### src/hdl/deab_pkg.sv
// package: constants and carriers for the display erase and autoblanking block
package deab_pkg;

  // ---------------------------------------------------------------
  // clock and time base
  // ---------------------------------------------------------------
  localparam int unsigned CLK_HZ        = 250_000_000;
  localparam int unsigned FIELD_HZ      = 60;
  // intervals given in milliseconds, counted in video fields
  localparam int unsigned DETECT_MS     = 500;
  localparam int unsigned LOSS_MS       = 1500;
  localparam int unsigned NODATA_MS     = 16000;
  localparam logic [15:0] DETECT_FIELDS = 16'((DETECT_MS * FIELD_HZ + 999) / 1000);
  localparam logic [15:0] LOSS_FIELDS   = 16'((LOSS_MS * FIELD_HZ + 999) / 1000);
  localparam logic [15:0] NODATA_FIELDS = 16'((NODATA_MS * FIELD_HZ + 999) / 1000);
  localparam int unsigned RUNIN_CYCLES  = 7;

  // ---------------------------------------------------------------
  // display modes
  // ---------------------------------------------------------------
  typedef enum logic [3:0] {
    caption_channel_one = 4'h0,
    caption_channel_two,
    caption_channel_three,
    caption_channel_four,
    text_channel_one,
    text_channel_two,
    text_channel_three,
    text_channel_four,
    full_info_display_mode,
    graze_info_display_mode,
    user_osd_mode
  } deab_mode_e;

  // ---------------------------------------------------------------
  // register map (AXI4-Lite byte addresses)
  // ---------------------------------------------------------------
  localparam logic [7:0] CTRL_ADDR   = 8'h00;
  localparam logic [7:0] STATUS_ADDR = 8'h04;
  localparam logic [7:0] COUNT_ADDR  = 8'h08;
  // control fields
  localparam int unsigned CTRL_MODE_LSB    = 0;
  localparam int unsigned CTRL_DEC_ON_BIT  = 4;
  localparam int unsigned CTRL_NODATA_BIT  = 5;
  localparam logic [3:0]  MODE_RESET       = 4'h0;
  localparam logic        DEC_ON_RESET     = 1'b0;
  localparam logic        NODATA_EN_RESET  = 1'b1;
  localparam logic [1:0]  RESP_OKAY        = 2'h0;
  localparam logic [1:0]  RESP_SLVERR      = 2'h2;

  // per-field line 21 report from the slicer
  typedef struct packed {
    logic       field_end;   // one-cycle pulse at the end of each field
    logic       field_two;   // field that just ended was field 2
    logic [2:0] runin_count; // run-in cycles seen on line 21
    logic       start_bit;   // start bit seen after the run-in
    logic       chan_data;   // data for the selected channel arrived
  } deab_field_s;

  // caption command strobes
  typedef struct packed {
    logic start_text;
    logic erase_displayed_memory_cmd;
    logic erase_offscreen_memory_cmd;
  } deab_cmd_s;

  // erase and blank controls to the display memories
  typedef struct packed {
    logic erase_onscreen;
    logic erase_offscreen;
    logic erase_keep_box;
    logic blank;
  } deab_erase_s;

endpackage : deab_pkg

### src/hdl/deab_timer.sv
// field counter with restart, used for the detect, loss and no-data intervals
module deab_timer (
  input  wire logic        aclk,
  input  wire logic        aresetn,
  input  wire logic        restart,
  input  wire logic        tick,
  input  wire logic [15:0] limit,
  output logic             done,
  output logic [15:0]      count
);

  // ---------------------------------------------------------------
  // counter
  // ---------------------------------------------------------------
  // restart beats tick so a fresh trigger always starts from zero
  always_ff @(posedge aclk) begin
    if (!aresetn) begin
      count <= 16'h0000;
    end else if (restart) begin
      count <= 16'h0000;
    end else if (tick && count != limit) begin
      count <= count + 16'h0001;
    end
  end

  assign done = (count == limit);

endmodule : deab_timer

### src/hdl/deab_top.sv
// display erase and autoblanking control with AXI4-Lite registers
// How it works
// - start text clears characters, keeps box; here only in text modes
// - erase displayed command clears on-screen caption memory
// - erase offscreen command clears off-screen memory only
// - display mode change clears display memory
// - video lock loss clears screen, mode kept
// - watch waveform only in selected channel's field
// - decoder held off until 0.5 s detection
// - display shown only when decoder on
// - blank after 1.5 s waveform absence
// - any waveform restarts the loss count; here only a valid waveform in the selected field does
// - valid waveform is seven run-in plus start
// - no-data timer only in caption or info modes
// - 16 s without channel data erases on-screen
// - no-data erase keeps mode and decoder on
// - no-data timer enabled at reset, software disables
//
// Local design decisions: the placing of the registers and register access over AXI4-Lite.
module deab_top (
  input  wire logic                 aclk,
  input  wire logic                 aresetn,
  // slicer and command decoder
  input  deab_pkg::deab_field_s     field_in,
  input  deab_pkg::deab_cmd_s       cmd_in,
  input  wire logic                 video_locked,
  // display memory controls
  output deab_pkg::deab_erase_s     erase_out,
  // AXI4-Lite slave
  input  wire logic [7:0]           s_axi_awaddr,
  input  wire logic                 s_axi_awvalid,
  output logic                      s_axi_awready,
  input  wire logic [31:0]          s_axi_wdata,
  input  wire logic [3:0]           s_axi_wstrb,
  input  wire logic                 s_axi_wvalid,
  output logic                      s_axi_wready,
  output logic [1:0]                s_axi_bresp,
  output logic                      s_axi_bvalid,
  input  wire logic                 s_axi_bready,
  input  wire logic [7:0]           s_axi_araddr,
  input  wire logic                 s_axi_arvalid,
  output logic                      s_axi_arready,
  output logic [31:0]               s_axi_rdata,
  output logic [1:0]                s_axi_rresp,
  output logic                      s_axi_rvalid,
  input  wire logic                 s_axi_rready
);

  // ---------------------------------------------------------------
  // helpers
  // ---------------------------------------------------------------
  // field that carries a mode's data: ch1/2 and text1/2 on field 1
  function automatic logic mode_field_two(input logic [3:0] m);
    mode_field_two = !(m == 4'h0 || m == 4'h1 || m == 4'h4 || m == 4'h5);
  endfunction : mode_field_two

  // caption channels and the two info-service templates
  function automatic logic mode_caption_or_info(input logic [3:0] m);
    mode_caption_or_info = (m <= 4'h3) || (m == 4'h8) || (m == 4'h9);
  endfunction : mode_caption_or_info

  function automatic logic mode_is_text(input logic [3:0] m);
    mode_is_text = (m >= 4'h4) && (m <= 4'h7);
  endfunction : mode_is_text

  // ---------------------------------------------------------------
  // control registers
  // ---------------------------------------------------------------
  logic [3:0] mode;
  logic       decoder_on;
  logic       nodata_en;
  logic       mode_change;
  logic       lock_d;

  // ---------------------------------------------------------------
  // AXI4-Lite write path
  // ---------------------------------------------------------------
  logic       aw_held;
  logic       w_held;
  logic [7:0] aw_addr;
  logic [31:0] w_data;
  logic [3:0]  w_strb;
  logic        do_write;

  assign s_axi_awready = !aw_held && !s_axi_bvalid;
  assign s_axi_wready  = !w_held && !s_axi_bvalid;
  assign do_write      = aw_held && w_held && !s_axi_bvalid;

  // address and data taken in either order; response after both
  always_ff @(posedge aclk) begin
    if (!aresetn) begin
      aw_held <= 1'b0;
      w_held  <= 1'b0;
      aw_addr <= 8'h00;
      w_data  <= 32'h0000_0000;
      w_strb  <= 4'h0;
    end else begin
      if (s_axi_awvalid && s_axi_awready) begin
        aw_held <= 1'b1;
        aw_addr <= s_axi_awaddr;
      end else if (do_write) begin
        aw_held <= 1'b0;
      end
      if (s_axi_wvalid && s_axi_wready) begin
        w_held <= 1'b1;
        w_data <= s_axi_wdata;
        w_strb <= s_axi_wstrb;
      end else if (do_write) begin
        w_held <= 1'b0;
      end
    end
  end

  // write response: unmapped or read-only addresses answer SLVERR
  always_ff @(posedge aclk) begin
    if (!aresetn) begin
      s_axi_bvalid <= 1'b0;
      s_axi_bresp  <= deab_pkg::RESP_OKAY;
    end else if (do_write) begin
      s_axi_bvalid <= 1'b1;
      s_axi_bresp  <= (aw_addr == deab_pkg::CTRL_ADDR) ? deab_pkg::RESP_OKAY
                                                       : deab_pkg::RESP_SLVERR;
    end else if (s_axi_bready) begin
      s_axi_bvalid <= 1'b0;
    end
  end

  // control register: only byte lane 0 holds fields
  always_ff @(posedge aclk) begin
    if (!aresetn) begin
      mode        <= deab_pkg::MODE_RESET;
      decoder_on  <= deab_pkg::DEC_ON_RESET;
      nodata_en   <= deab_pkg::NODATA_EN_RESET;
      mode_change <= 1'b0;
    end else begin
      mode_change <= 1'b0;
      if (do_write && aw_addr == deab_pkg::CTRL_ADDR && w_strb[0]) begin
        // codes above the last mode are ignored, mode stays
        if (w_data[deab_pkg::CTRL_MODE_LSB +: 4] <= 4'hA) begin
          mode        <= w_data[deab_pkg::CTRL_MODE_LSB +: 4];
          mode_change <= (w_data[deab_pkg::CTRL_MODE_LSB +: 4] != mode);
        end
        decoder_on <= w_data[deab_pkg::CTRL_DEC_ON_BIT];
        nodata_en  <= w_data[deab_pkg::CTRL_NODATA_BIT];
      end
    end
  end

  // ---------------------------------------------------------------
  // waveform qualification
  // ---------------------------------------------------------------
  logic field_match;
  logic wave_valid;
  logic sel_tick;

  // only the field of the selected channel is examined
  assign field_match = (field_in.field_two == mode_field_two(mode));
  assign sel_tick    = field_in.field_end && field_match;
  assign wave_valid  = sel_tick && field_in.start_bit
                       && (field_in.runin_count == 3'(deab_pkg::RUNIN_CYCLES));

  // ---------------------------------------------------------------
  // autoblank state machine
  // ---------------------------------------------------------------
  typedef enum logic { ab_blanked, ab_shown } deab_ab_e;
  deab_ab_e    ab_state;
  logic        detect_done;
  logic        loss_done;
  logic        nodata_done;
  logic [15:0] detect_count;
  logic [15:0] loss_count;
  logic [15:0] nodata_count;
  logic        nodata_fired;
  logic        lock_lost;
  logic        autoblank_erase;

  assign lock_lost = lock_d && !video_locked;

  // detect needs an unbroken run; a missed field or lock loss restarts it
  deab_timer u_detect (
    .aclk    (aclk),
    .aresetn (aresetn),
    .restart ((sel_tick && !wave_valid) || !video_locked || mode_change
              || ab_state == ab_shown),
    .tick    (wave_valid),
    .limit   (deab_pkg::DETECT_FIELDS),
    .done    (detect_done),
    .count   (detect_count)
  );

  // a valid waveform in the selected field restarts the loss count
  deab_timer u_loss (
    .aclk    (aclk),
    .aresetn (aresetn),
    .restart (wave_valid || ab_state == ab_blanked),
    .tick    (sel_tick),
    .limit   (deab_pkg::LOSS_FIELDS),
    .done    (loss_done),
    .count   (loss_count)
  );

  // the no-data timer idles outside caption and info modes
  deab_timer u_nodata (
    .aclk    (aclk),
    .aresetn (aresetn),
    .restart (field_in.chan_data || !nodata_en
              || !mode_caption_or_info(mode) || mode_change),
    .tick    (sel_tick),
    .limit   (deab_pkg::NODATA_FIELDS),
    .done    (nodata_done),
    .count   (nodata_count)
  );

  // autoblank engages after the full loss interval, or at once on video lock loss
  always_ff @(posedge aclk) begin
    if (!aresetn) begin
      ab_state <= ab_blanked;
    end else begin
      unique case (ab_state)
        ab_blanked: if (detect_done && video_locked) ab_state <= ab_shown;
        ab_shown:   if (loss_done || lock_lost) ab_state <= ab_blanked;
      endcase
    end
  end

  assign autoblank_erase = (ab_state == ab_shown) && loss_done;

  // one erase per silent spell; mode and decoder flag left alone
  always_ff @(posedge aclk) begin
    if (!aresetn) begin
      nodata_fired <= 1'b0;
      lock_d       <= 1'b0;
    end else begin
      lock_d <= video_locked;
      if (!nodata_done) nodata_fired <= 1'b0;
      else              nodata_fired <= 1'b1;
    end
  end

  // ---------------------------------------------------------------
  // erase and blank outputs
  // ---------------------------------------------------------------
  logic next_erase_on;
  logic next_erase_off;
  logic next_keep_box;

  // all on-screen sources fold into one pulse; mode never touched here
  always_comb begin
    next_erase_on  = (cmd_in.erase_displayed_memory_cmd && mode_caption_or_info(mode))
                     || mode_change
                     || lock_lost
                     || autoblank_erase
                     || (nodata_done && !nodata_fired);
    next_keep_box  = cmd_in.start_text && mode_is_text(mode) && !next_erase_on;
    next_erase_off = cmd_in.erase_offscreen_memory_cmd || mode_change;
  end

  always_ff @(posedge aclk) begin
    if (!aresetn) begin
      erase_out <= '{erase_onscreen: 1'b0, erase_offscreen: 1'b0,
                     erase_keep_box: 1'b0, blank: 1'b1};
    end else begin
      erase_out.erase_onscreen  <= next_erase_on;
      erase_out.erase_offscreen <= next_erase_off;
      erase_out.erase_keep_box  <= next_keep_box;
      erase_out.blank           <= (ab_state != ab_shown) || !decoder_on;
    end
  end

  // ---------------------------------------------------------------
  // AXI4-Lite read path
  // ---------------------------------------------------------------
  assign s_axi_arready = !s_axi_rvalid;

  // status shows the block's state and the video_locked input; one cycle after address taken
  always_ff @(posedge aclk) begin
    if (!aresetn) begin
      s_axi_rvalid <= 1'b0;
      s_axi_rdata  <= 32'h0000_0000;
      s_axi_rresp  <= deab_pkg::RESP_OKAY;
    end else if (s_axi_arvalid && s_axi_arready) begin
      s_axi_rvalid <= 1'b1;
      s_axi_rresp  <= deab_pkg::RESP_OKAY;
      unique case (s_axi_araddr)
        deab_pkg::CTRL_ADDR:   s_axi_rdata <= {26'h0, nodata_en, decoder_on, mode};
        deab_pkg::STATUS_ADDR: s_axi_rdata <= {28'h0, video_locked, nodata_done,
                                               loss_done, ab_state == ab_shown};
        deab_pkg::COUNT_ADDR:  s_axi_rdata <= {detect_count, nodata_count};
        default: begin
          s_axi_rdata <= 32'h0000_0000;
          s_axi_rresp <= deab_pkg::RESP_SLVERR;
        end
      endcase
    end else if (s_axi_rready) begin
      s_axi_rvalid <= 1'b0;
    end
  end

endmodule : deab_top

### config.mk
export PLATFORM = sky130hd
export DESIGN_NAME = deab_top
export DESIGN_NICKNAME = d
export VERILOG_FILES = /design/src/hdl/deab_pkg.sv /design/src/hdl/deab_timer.sv /design/src/hdl/deab_top.sv
export SDC_FILE = /design/constraint.sdc
export NUM_CORES = 1
export LEC_CHECK = 0
export ABC_AREA = 0
export BUFFER_PORTS_ARGS = -buffer_cell sky130_fd_sc_hd__clkbuf_2
export CORE_MARGIN = 4
export CORE_UTILIZATION = 49
export DETAILED_ROUTE_END_ITERATION = 8
export PLACE_DENSITY = 0.77
export REMOVE_ABC_BUFFERS = 1
export SLEW_MARGIN = 15
export SYNTH_ARGS = -nofsm -noshare
export SYNTH_HDL_FRONTEND = slang
export SYNTH_SLANG_ARGS = --single-unit
### constraint.sdc
create_clock -name aclk -period 2 [get_ports aclk]
set_input_delay 0.4 -clock aclk [delete_from_list [all_inputs] [get_ports aclk]]
set_output_delay 0.4 -clock aclk [all_outputs]
set_load 0.01 [all_outputs]
[Word level (Yosys, flattened, before mapping)]
Cells that the tools add are included.
Word-level totals
  bits of input ports: 70
  output and inout bits: 45
  memories kept: 0
  memory bits (writable): 0
  memory bits (read-only): 0
  word-level logic and storage cells: 131
  latch bits: 0
  register bits after elaboration: 117
Cells by class
  bitwise gates (word level): 2
  shifts and indexed selects: 0
  $lt $le $gt $ge: 4
  reduce and logical (&&, ||, !) cells: 68
  div/mod/pow operators: 0
  multiplexer cells: 14
  multiply operators: 0
  equality and inequality tests: 16
  add/sub/neg operators: 3
Operators with widths (number)
  32-bit one-hot mux with 3 select lines: 1
  16-bit by 1-bit adder with 16-bit output (second input constant): 3
  1-bit logical AND: 24
  1-bit logical OR: 19
  16-bit by 10-bit == test with 1-bit output (second input constant): 1
  16-bit by 5-bit == test with 1-bit output (second input constant): 1
  16-bit by 7-bit == test with 1-bit output (second input constant): 1
  8-bit logical NOT: 2
  16-bit by 10-bit inequality test with 1-bit output (second input constant): 1
  16-bit by 5-bit inequality test with 1-bit output (second input constant): 1
  16-bit by 7-bit inequality test with 1-bit output (second input constant): 1
  1-bit logical NOT: 12
  1-bit 2-to-1 mux: 10
  4-bit by 3-bit == test with 1-bit output (second input constant): 2
  4-bit == test (second input constant): 2
  8-bit by 3-bit == test with 1-bit output (second input constant): 1
  8-bit by 4-bit == test with 1-bit output (second input constant): 1
  2-bit nonzero test: 4
  2-bit OR reduction: 3
  4-bit by 1-bit == test with 1-bit output (second input constant): 1
  4-bit by 3-bit greater-or-equal comparator with 1-bit output (second input constant): 1
  4-bit by 2-bit <= comparator with 1-bit output (second input constant): 1
  4-bit by 3-bit <= comparator with 1-bit output (second input constant): 1
  4-bit <= comparator (second input constant): 1
  10 further kinds: 12

[Logic depth before layout (Yosys ltp)]
  word-level depth: 15
  gate-level depth with buffers: 8
  mapped depth without buffers: 6

[Hierarchy]
Synthesis repeated with hierarchy kept, for this count alone.
Second synthesis, totals
  cells, all modules: 629
  area, all modules: 5701.7 sq um
By module, submodules not included
  deab_timer: times used 3, cells each 114, area an instance 977.2 sq um, sequential area each 320.3 sq um
  deab_top: times used 1, cells each 287, area an instance 2770.2 sq um, sequential area each 1341.3 sq um

[Worst setup path after synthesis]
No wires, ideal clock.
  path type: input to register
  start: in s_axi_araddr[1]
  end: reg s_axi_rdata[22]
  slack: -0.017 ns
  stages: 6
  data required time: 1.935 ns
  setup time: 0.065 ns
  path buffers: 2
  arrival time: 1.952 ns
  path through: or4_1 -> nor4_1 -> clkbuf_1 -> clkbuf_1 -> a32oi_1 -> nor2_1
Between the ends
  word-level cells in the longest chain between the ends: 2
  elaborated cells on any way between the ends: 4
  classes of those cells: eq/ne (2); mux (1); reduce/logical (1)
RTL lines
  start, declared: line deab_top.sv:40  | input wire logic [7:0] s_axi_araddr,
  8-bit by 4-bit == test with 1-bit output, or another cell as far along: line deab_top.sv:284  | unique case (s_axi_araddr)
  32-bit one-hot mux with 3 select lines *: line deab_top.sv:284
  end signal, assigned: line deab_top.sv:285  | deab_pkg::CTRL_ADDR: s_axi_rdata <= {26'h0, nodata_en, decoder_on, mode};
  end signal, assigned: line deab_top.sv:286  | deab_pkg::STATUS_ADDR: s_axi_rdata <= {28'h0, video_locked, nodata_done,
  end signal, assigned: line deab_top.sv:288  | deab_pkg::COUNT_ADDR: s_axi_rdata <= {detect_count, nodata_count};
  end, declared: line deab_top.sv:43  | output logic [31:0] s_axi_rdata,
Mark *: on every way between the ends. The rest lies on a longest branch, timed or not.
A chain may end at the register's enable or synchronous reset.

[Final worst setup path]
  start: reg mode[3]
  end: reg u_detect.count[3]
Between the ends
  word-level cells in the longest chain between the ends: 15
  elaborated cells on any way between the ends: 19
  classes of those cells: eq/ne (4); reduce/logical (15)
RTL lines
  start, declared: line deab_top.sv:69  | logic [3:0] mode;
  start signal, assigned: line deab_top.sv:131  | mode <= deab_pkg::MODE_RESET;
  start signal, assigned: line deab_top.sv:140  | mode <= w_data[deab_pkg::CTRL_MODE_LSB +: 4];
  4-bit by 1-bit == test with 1-bit output / 4-bit logical NOT (equally long branches): line deab_top.sv:54  | mode_field_two = !(m == 4'h0 || m == 4'h1 || m == 4'h4 || m == 4'h5);
  1-bit logical OR (2 in a row): line deab_top.sv:54
  1-bit logical OR *: line deab_top.sv:54
  1-bit logical NOT *: line deab_top.sv:54
  1-bit == test *: line deab_top.sv:157  | assign field_match = (field_in.field_two == mode_field_two(mode));
  1-bit logical AND *: line deab_top.sv:158  | assign sel_tick = field_in.field_end && field_match;
  1-bit logical AND: line deab_top.sv:159  | assign wave_valid = sel_tick && field_in.start_bit
  1-bit logical AND: line deab_top.sv:160  | && (field_in.runin_count == 3'(deab_pkg::RUNIN_CYCLES));
  1-bit logical NOT: line deab_top.sv:183  | .restart ((sel_tick && !wave_valid) || !video_locked || mode_change
  1-bit logical AND: line deab_top.sv:183
  1-bit logical OR (2 in a row): line deab_top.sv:183
  1-bit logical OR: line deab_top.sv:184  | || ab_state == ab_shown),
  2-bit OR reduction (no source line)
  end signal, assigned: line deab_timer.sv:22  | count <= count + 16'h0001;
  end, declared: line deab_timer.sv:9  | output logic [15:0] count
Marked as above.

==> results.rst <==
.. list-table::
   :header-rows: 1

   * - Metric
     - Value
   * - Final Max Slew Viols
     - 0
   * - Main flop type after synthesis
     - sky130_fd_sc_hd__dfxtp_1
   * - Count of synthesis-stage warnings from yosys
     - 0
   * - Number of global-route vias before repair
     - 4823
   * - Antenna Diode Count
     - 0
   * - Critical path fanouts, max
     - 12
   * - Part of the power in registers
     - between 40% and 50%
   * - Post-Place Setup Slack
     - -0.353 ns
   * - Reported max-cap violation count
     - 0
   * - Clock tree skew after final layout
     - around 0.0054 ns
   * - CTS tree
     - done
   * - Power per cell area
     - ~830 nW/um^2
   * - Number of sinks handled by clock tree synthesis
     - approximately 120
   * - Data arrival time of the critical path
     - 2.49 ns
   * - Area of the core
     - between 10000 and 15000 sq um
   * - Period utilization
     - 102%
   * - Post-Synthesis Cells
     - between 500 and 600
   * - Post-detailed-route wirelength per cell
     - 17.4 microns
   * - Setup repair after global routing missed its margin
     - yes
   * - Skew-Pair Late Insertion Delay
     - 0.52 ns
   * - Worst-case clock buffer depth
     - 2
   * - Via count normalized by instance count
     - between 6 and 7
   * - Violations in the final reports
     - negative setup slack
   * - DRC violation count after routing
     - 0
   * - Maximum number of pins on one net before global-route repair
     - 60
   * - Top achievable clock speed
     - between 400 and 500 MHz
   * - Root buffer cell
     - sky130_fd_sc_hd__clkbuf_8
   * - Final Core Density
     - 66.0%
   * - Kind of start point of the critical path
     - flip-flop
   * - Die Area
     - 12300 sq um
   * - Ranking of synthesized cells by area
     - sky130_fd_sc_hd__dfxtp_1 44%, sky130_fd_sc_hd__a21oi_1 5.1%, sky130_fd_sc_hd__a32oi_1 4.6%, sky130_fd_sc_hd__nor2_1 4.3%, sky130_fd_sc_hd__mux2i_1 3.5%
   * - Sequential fraction of the synthesis area
     - between 40 and 50%
   * - Critical Path Sink Type
     - flip-flop
   * - Net count, final
     - around 780
   * - Final RePlAce weighted congestion
     - 0.878
   * - Clk slew on worst S/H paths
     - 0.05 ns
   * - Relative area change from synthesis to final layout
     - 31.1%
   * - Overall Global Routing Usage
     - between 20 and 25%
   * - Initial Utilization
     - 50.3%
   * - Placed Cells incl. Taps
     - between 800 and 900
   * - Wire length of the first global-routing pass
     - 23200 microns
   * - Synthesis-stage register bit count
     - around 120
   * - Total of fill cells in the finished design
     - 798
   * - Detailed-routing iteration count for the pre-antenna-repair pass
     - 6
   * - Worst Slack Setup Final
     - -0.0376 ns
   * - Outcome
     - finished, violations left
   * - Final std cells w/o fill
     - 849
   * - Required time at the endpoint of the critical path
     - approximately 2.5 ns
   * - Largest vdd supply drop
     - 0.677 mV
   * - Count of nets left with antenna violations after detail routing
     - 0
   * - Number of port buffers
     - 83
   * - Final hold violations
     - 0
   * - Detail Placement HPWL
     - 9530 microns
   * - Number of vias in the routed layout
     - a little over 5000
   * - Total CTS buffers
     - 17
   * - Transition time at the pin with the least slew margin
     - 0.647 ns
   * - Cell type contributing the most total cell area after synthesis
     - sky130_fd_sc_hd__dfxtp_1
   * - Post-synthesis average cell area
     - 8.76 sq um
   * - Die height
     - 111 microns
   * - Category of the critical setup timing path
     - reg -> reg
   * - Die X
     - 111 microns
   * - Synth async-reset ratio
     - 0%
   * - Power share of the combinational group
     - 5.5%
   * - Static Leakage
     - 2.51 nW
   * - Switching power
     - 1.21 mW
   * - Share of layout cells above drive strength 1
     - slightly below 30%
   * - Number of synthesized flops with an enable pin
     - 0
   * - Clock Power Share
     - 52.9%
   * - Synthesized area
     - 5200 sq um
   * - Number of unique standard cell types used by synthesis
     - 56
   * - Number of top-level pins
     - 115
   * - Final standard cell area without fillers
     - approximately 6800 sq um
   * - Max H-tree Level
     - 4
   * - Antenna violations before repair
     - 0
   * - Internal portion of total power
     - 4.45 mW
   * - Instance area at placement
     - 5960 sq um
   * - Total wire length after detailed routing
     - 14700 microns
   * - Proportion of netlist area held by the largest area contributor
     - 44.3%
   * - FP Rows
     - 37
   * - Worst slew margin relative to its limit
     - roughly 57%
   * - Final setup vio count
     - 10
   * - Overflow left after global routing
     - 0
   * - Most repeated cell in the gate-level netlist after synthesis
     - sky130_fd_sc_hd__dfxtp_1
   * - Initial detailed-routing violation count
     - 364
   * - Hold WC Path Type
     - in -> reg
   * - Final period demand of the worst path
     - 2.04 ns
   * - Most used standard cells in the synthesized netlist
     - 115 x sky130_fd_sc_hd__dfxtp_1, 59 x sky130_fd_sc_hd__nor2_1, 53 x sky130_fd_sc_hd__a21oi_1
   * - Switching part of the total
     - 21.4%
## through the flow
step	power (mW)	TNS [ns]	hold slack (ns)
2_1_floorplan	2.55	-53.71	0.368
3_3_place_gp	2.69	-8.25	0.401
3_5_place_dp	2.70	-9.85	0.404
4_1_cts	5.67	-0.00691	0.0835
5_1_grt	5.83	-0.998	0.108
6_report	5.66	-0.188	0.0961
## state kept, by name, summed over array words and instances (netlist names)
register and flops:
u_loss.count 16, ab_state 1, w_data 6, w_held 1
nodata_en 1, nodata_fired 1, erase_out 4, s_axi_bresp 1
s_axi_rdata 32, w_strb 1, s_axi_rresp 1, u_nodata.count 16
aw_held 1, s_axi_bvalid 1, aw_addr 8, lock_d 1
u_detect.count 16, mode_change 1, decoder_on 1, mode 4
s_axi_rvalid 1
## power by group through the flow
stage	clock network (mW)	logic (mW)	registers, mW
2_1_floorplan	0	0.149	2.40
3_3_place_gp	0	0.285	2.40
3_5_place_dp	0	0.296	2.40
4_1_cts	3.01	0.305	2.35
5_1_grt	3.13	0.341	2.36
6_report	2.99	0.313	2.35
## worst max-delay path, stage by stage (launching register included)
cell and delay, ns:
sky130_fd_sc_hd__dfxtp_2 0.32, sky130_fd_sc_hd__or4b_4 0.59, sky130_fd_sc_hd__a21o_4 0.28, sky130_fd_sc_hd__clkbuf_16 0.17
sky130_fd_sc_hd__or4_4 0.48, sky130_fd_sc_hd__a21oi_2 0.13
## routing by layer
| metal | global-route usage [%] | wire length (microns) | vias up |
|---|---|---|---|
| li1 | - | - | 2420 |
| met1 | 28.0 | 6310 | 2479 |
| met2 | 37.8 | 7050 | 199 |
| met3 | 6.28 | 935 | 46 |
| met4 | 10.3 | 439 | 0 |
| met5 | 0 | 0 | - |
## logic make-up after synthesis
| kind of cell | after synthesis | synth area share, % |
|---|---|---|
| buf+inv | 60 | 4.86 |
| compound gates | 147 | 19.0 |
| fa+ha+maj | 6 | 1.44 |
| flops | 115 | 44.3 |
| mux | 21 | 4.12 |
| xor+xnor | 12 | 2.02 |
| other cells | 1 | 0.0722 |
| simple gates | 231 | 24.2 |
## timing repair
| item | 4_1_cts | 5_1_grt |
|---|---|---|
| hold buffers | 0 | 0 |
| cloned | 0 | 2 |
| resized for setup | 5 | 45 |
| endpoints found under the setup margin | 40 | 36 |
| pin swaps | 4 | 32 |
| buffers inserted | 1 | 4 |
## placed cells by master (no fill, tap or decap), types with 4 or more instances in the layout
cell type / Yosys / final
sky130_fd_sc_hd__buf_12: 0 / 4
sky130_fd_sc_hd__ha_1: 6 / 6
sky130_fd_sc_hd__a32oi_1: 27 / 27
sky130_fd_sc_hd__nand2_1: 35 / 35
sky130_fd_sc_hd__and2_1: 9 / 8
sky130_fd_sc_hd__xnor2_1: 11 / 11
sky130_fd_sc_hd__and4_1: 8 / 8
sky130_fd_sc_hd__or3_1: 15 / 8
sky130_fd_sc_hd__or4_1: 20 / 13
sky130_fd_sc_hd__clkbuf_1: 33 / 8
sky130_fd_sc_hd__nand2b_1: 5 / 5
sky130_fd_sc_hd__nand4_1: 14 / 14
sky130_fd_sc_hd__or4_4: 0 / 7
sky130_fd_sc_hd__mux2i_1: 18 / 18
sky130_fd_sc_hd__o21ai_0: 19 / 18
sky130_fd_sc_hd__a21oi_2: 0 / 14
sky130_fd_sc_hd__and3_1: 4 / 4
sky130_fd_sc_hd__clkbuf_16: 0 / 17
sky130_fd_sc_hd__a21oi_1: 53 / 39
sky130_fd_sc_hd__nor3_1: 4 / 4
sky130_fd_sc_hd__inv_1: 16 / 16
sky130_fd_sc_hd__buf_6: 2 / 5
sky130_fd_sc_hd__clkbuf_8: 0 / 4
sky130_fd_sc_hd__nor4_1: 8 / 5
sky130_fd_sc_hd__buf_4: 2 / 36
sky130_fd_sc_hd__dfxtp_1: 115 / 113
sky130_fd_sc_hd__o31ai_1: 17 / 16
sky130_fd_sc_hd__nand3b_1: 6 / 6
sky130_fd_sc_hd__or3_4: 0 / 7
sky130_fd_sc_hd__nor2_1: 59 / 59
sky130_fd_sc_hd__a22oi_1: 4 / 4
sky130_fd_sc_hd__clkbuf_2: 0 / 83
sky130_fd_sc_hd__nand3_1: 27 / 27
## layout make-up
cell class / instances / area [sq um] / share of cell area [%]
multi-input combinational: 420 / 2850 / 41.8
sequential: 115 / 2300 / 33.8
timing repair buffer: 129 / 847 / 12.4
clock buffer: 28 / 485 / 7.13
tap: 136 / 170 / 2.50
clock inverter: 4 / 95.1 / 1.40
inverter: 17 / 63.8 / 0.937
## path summary, 6_finish.rpt
path         startpoint                end  slack (ns)  cells after the start
max             mode[3]  u_detect.count[3]       -0.04                      5
min           cmd_in[0]       erase_out[2]         0.1                      3
max reg2reg     mode[3]  u_detect.count[3]       -0.04                      5
min reg2reg  decoder_on       erase_out[0]        0.42                      1
No activity file was read; power rests on OpenSTA's default activity.
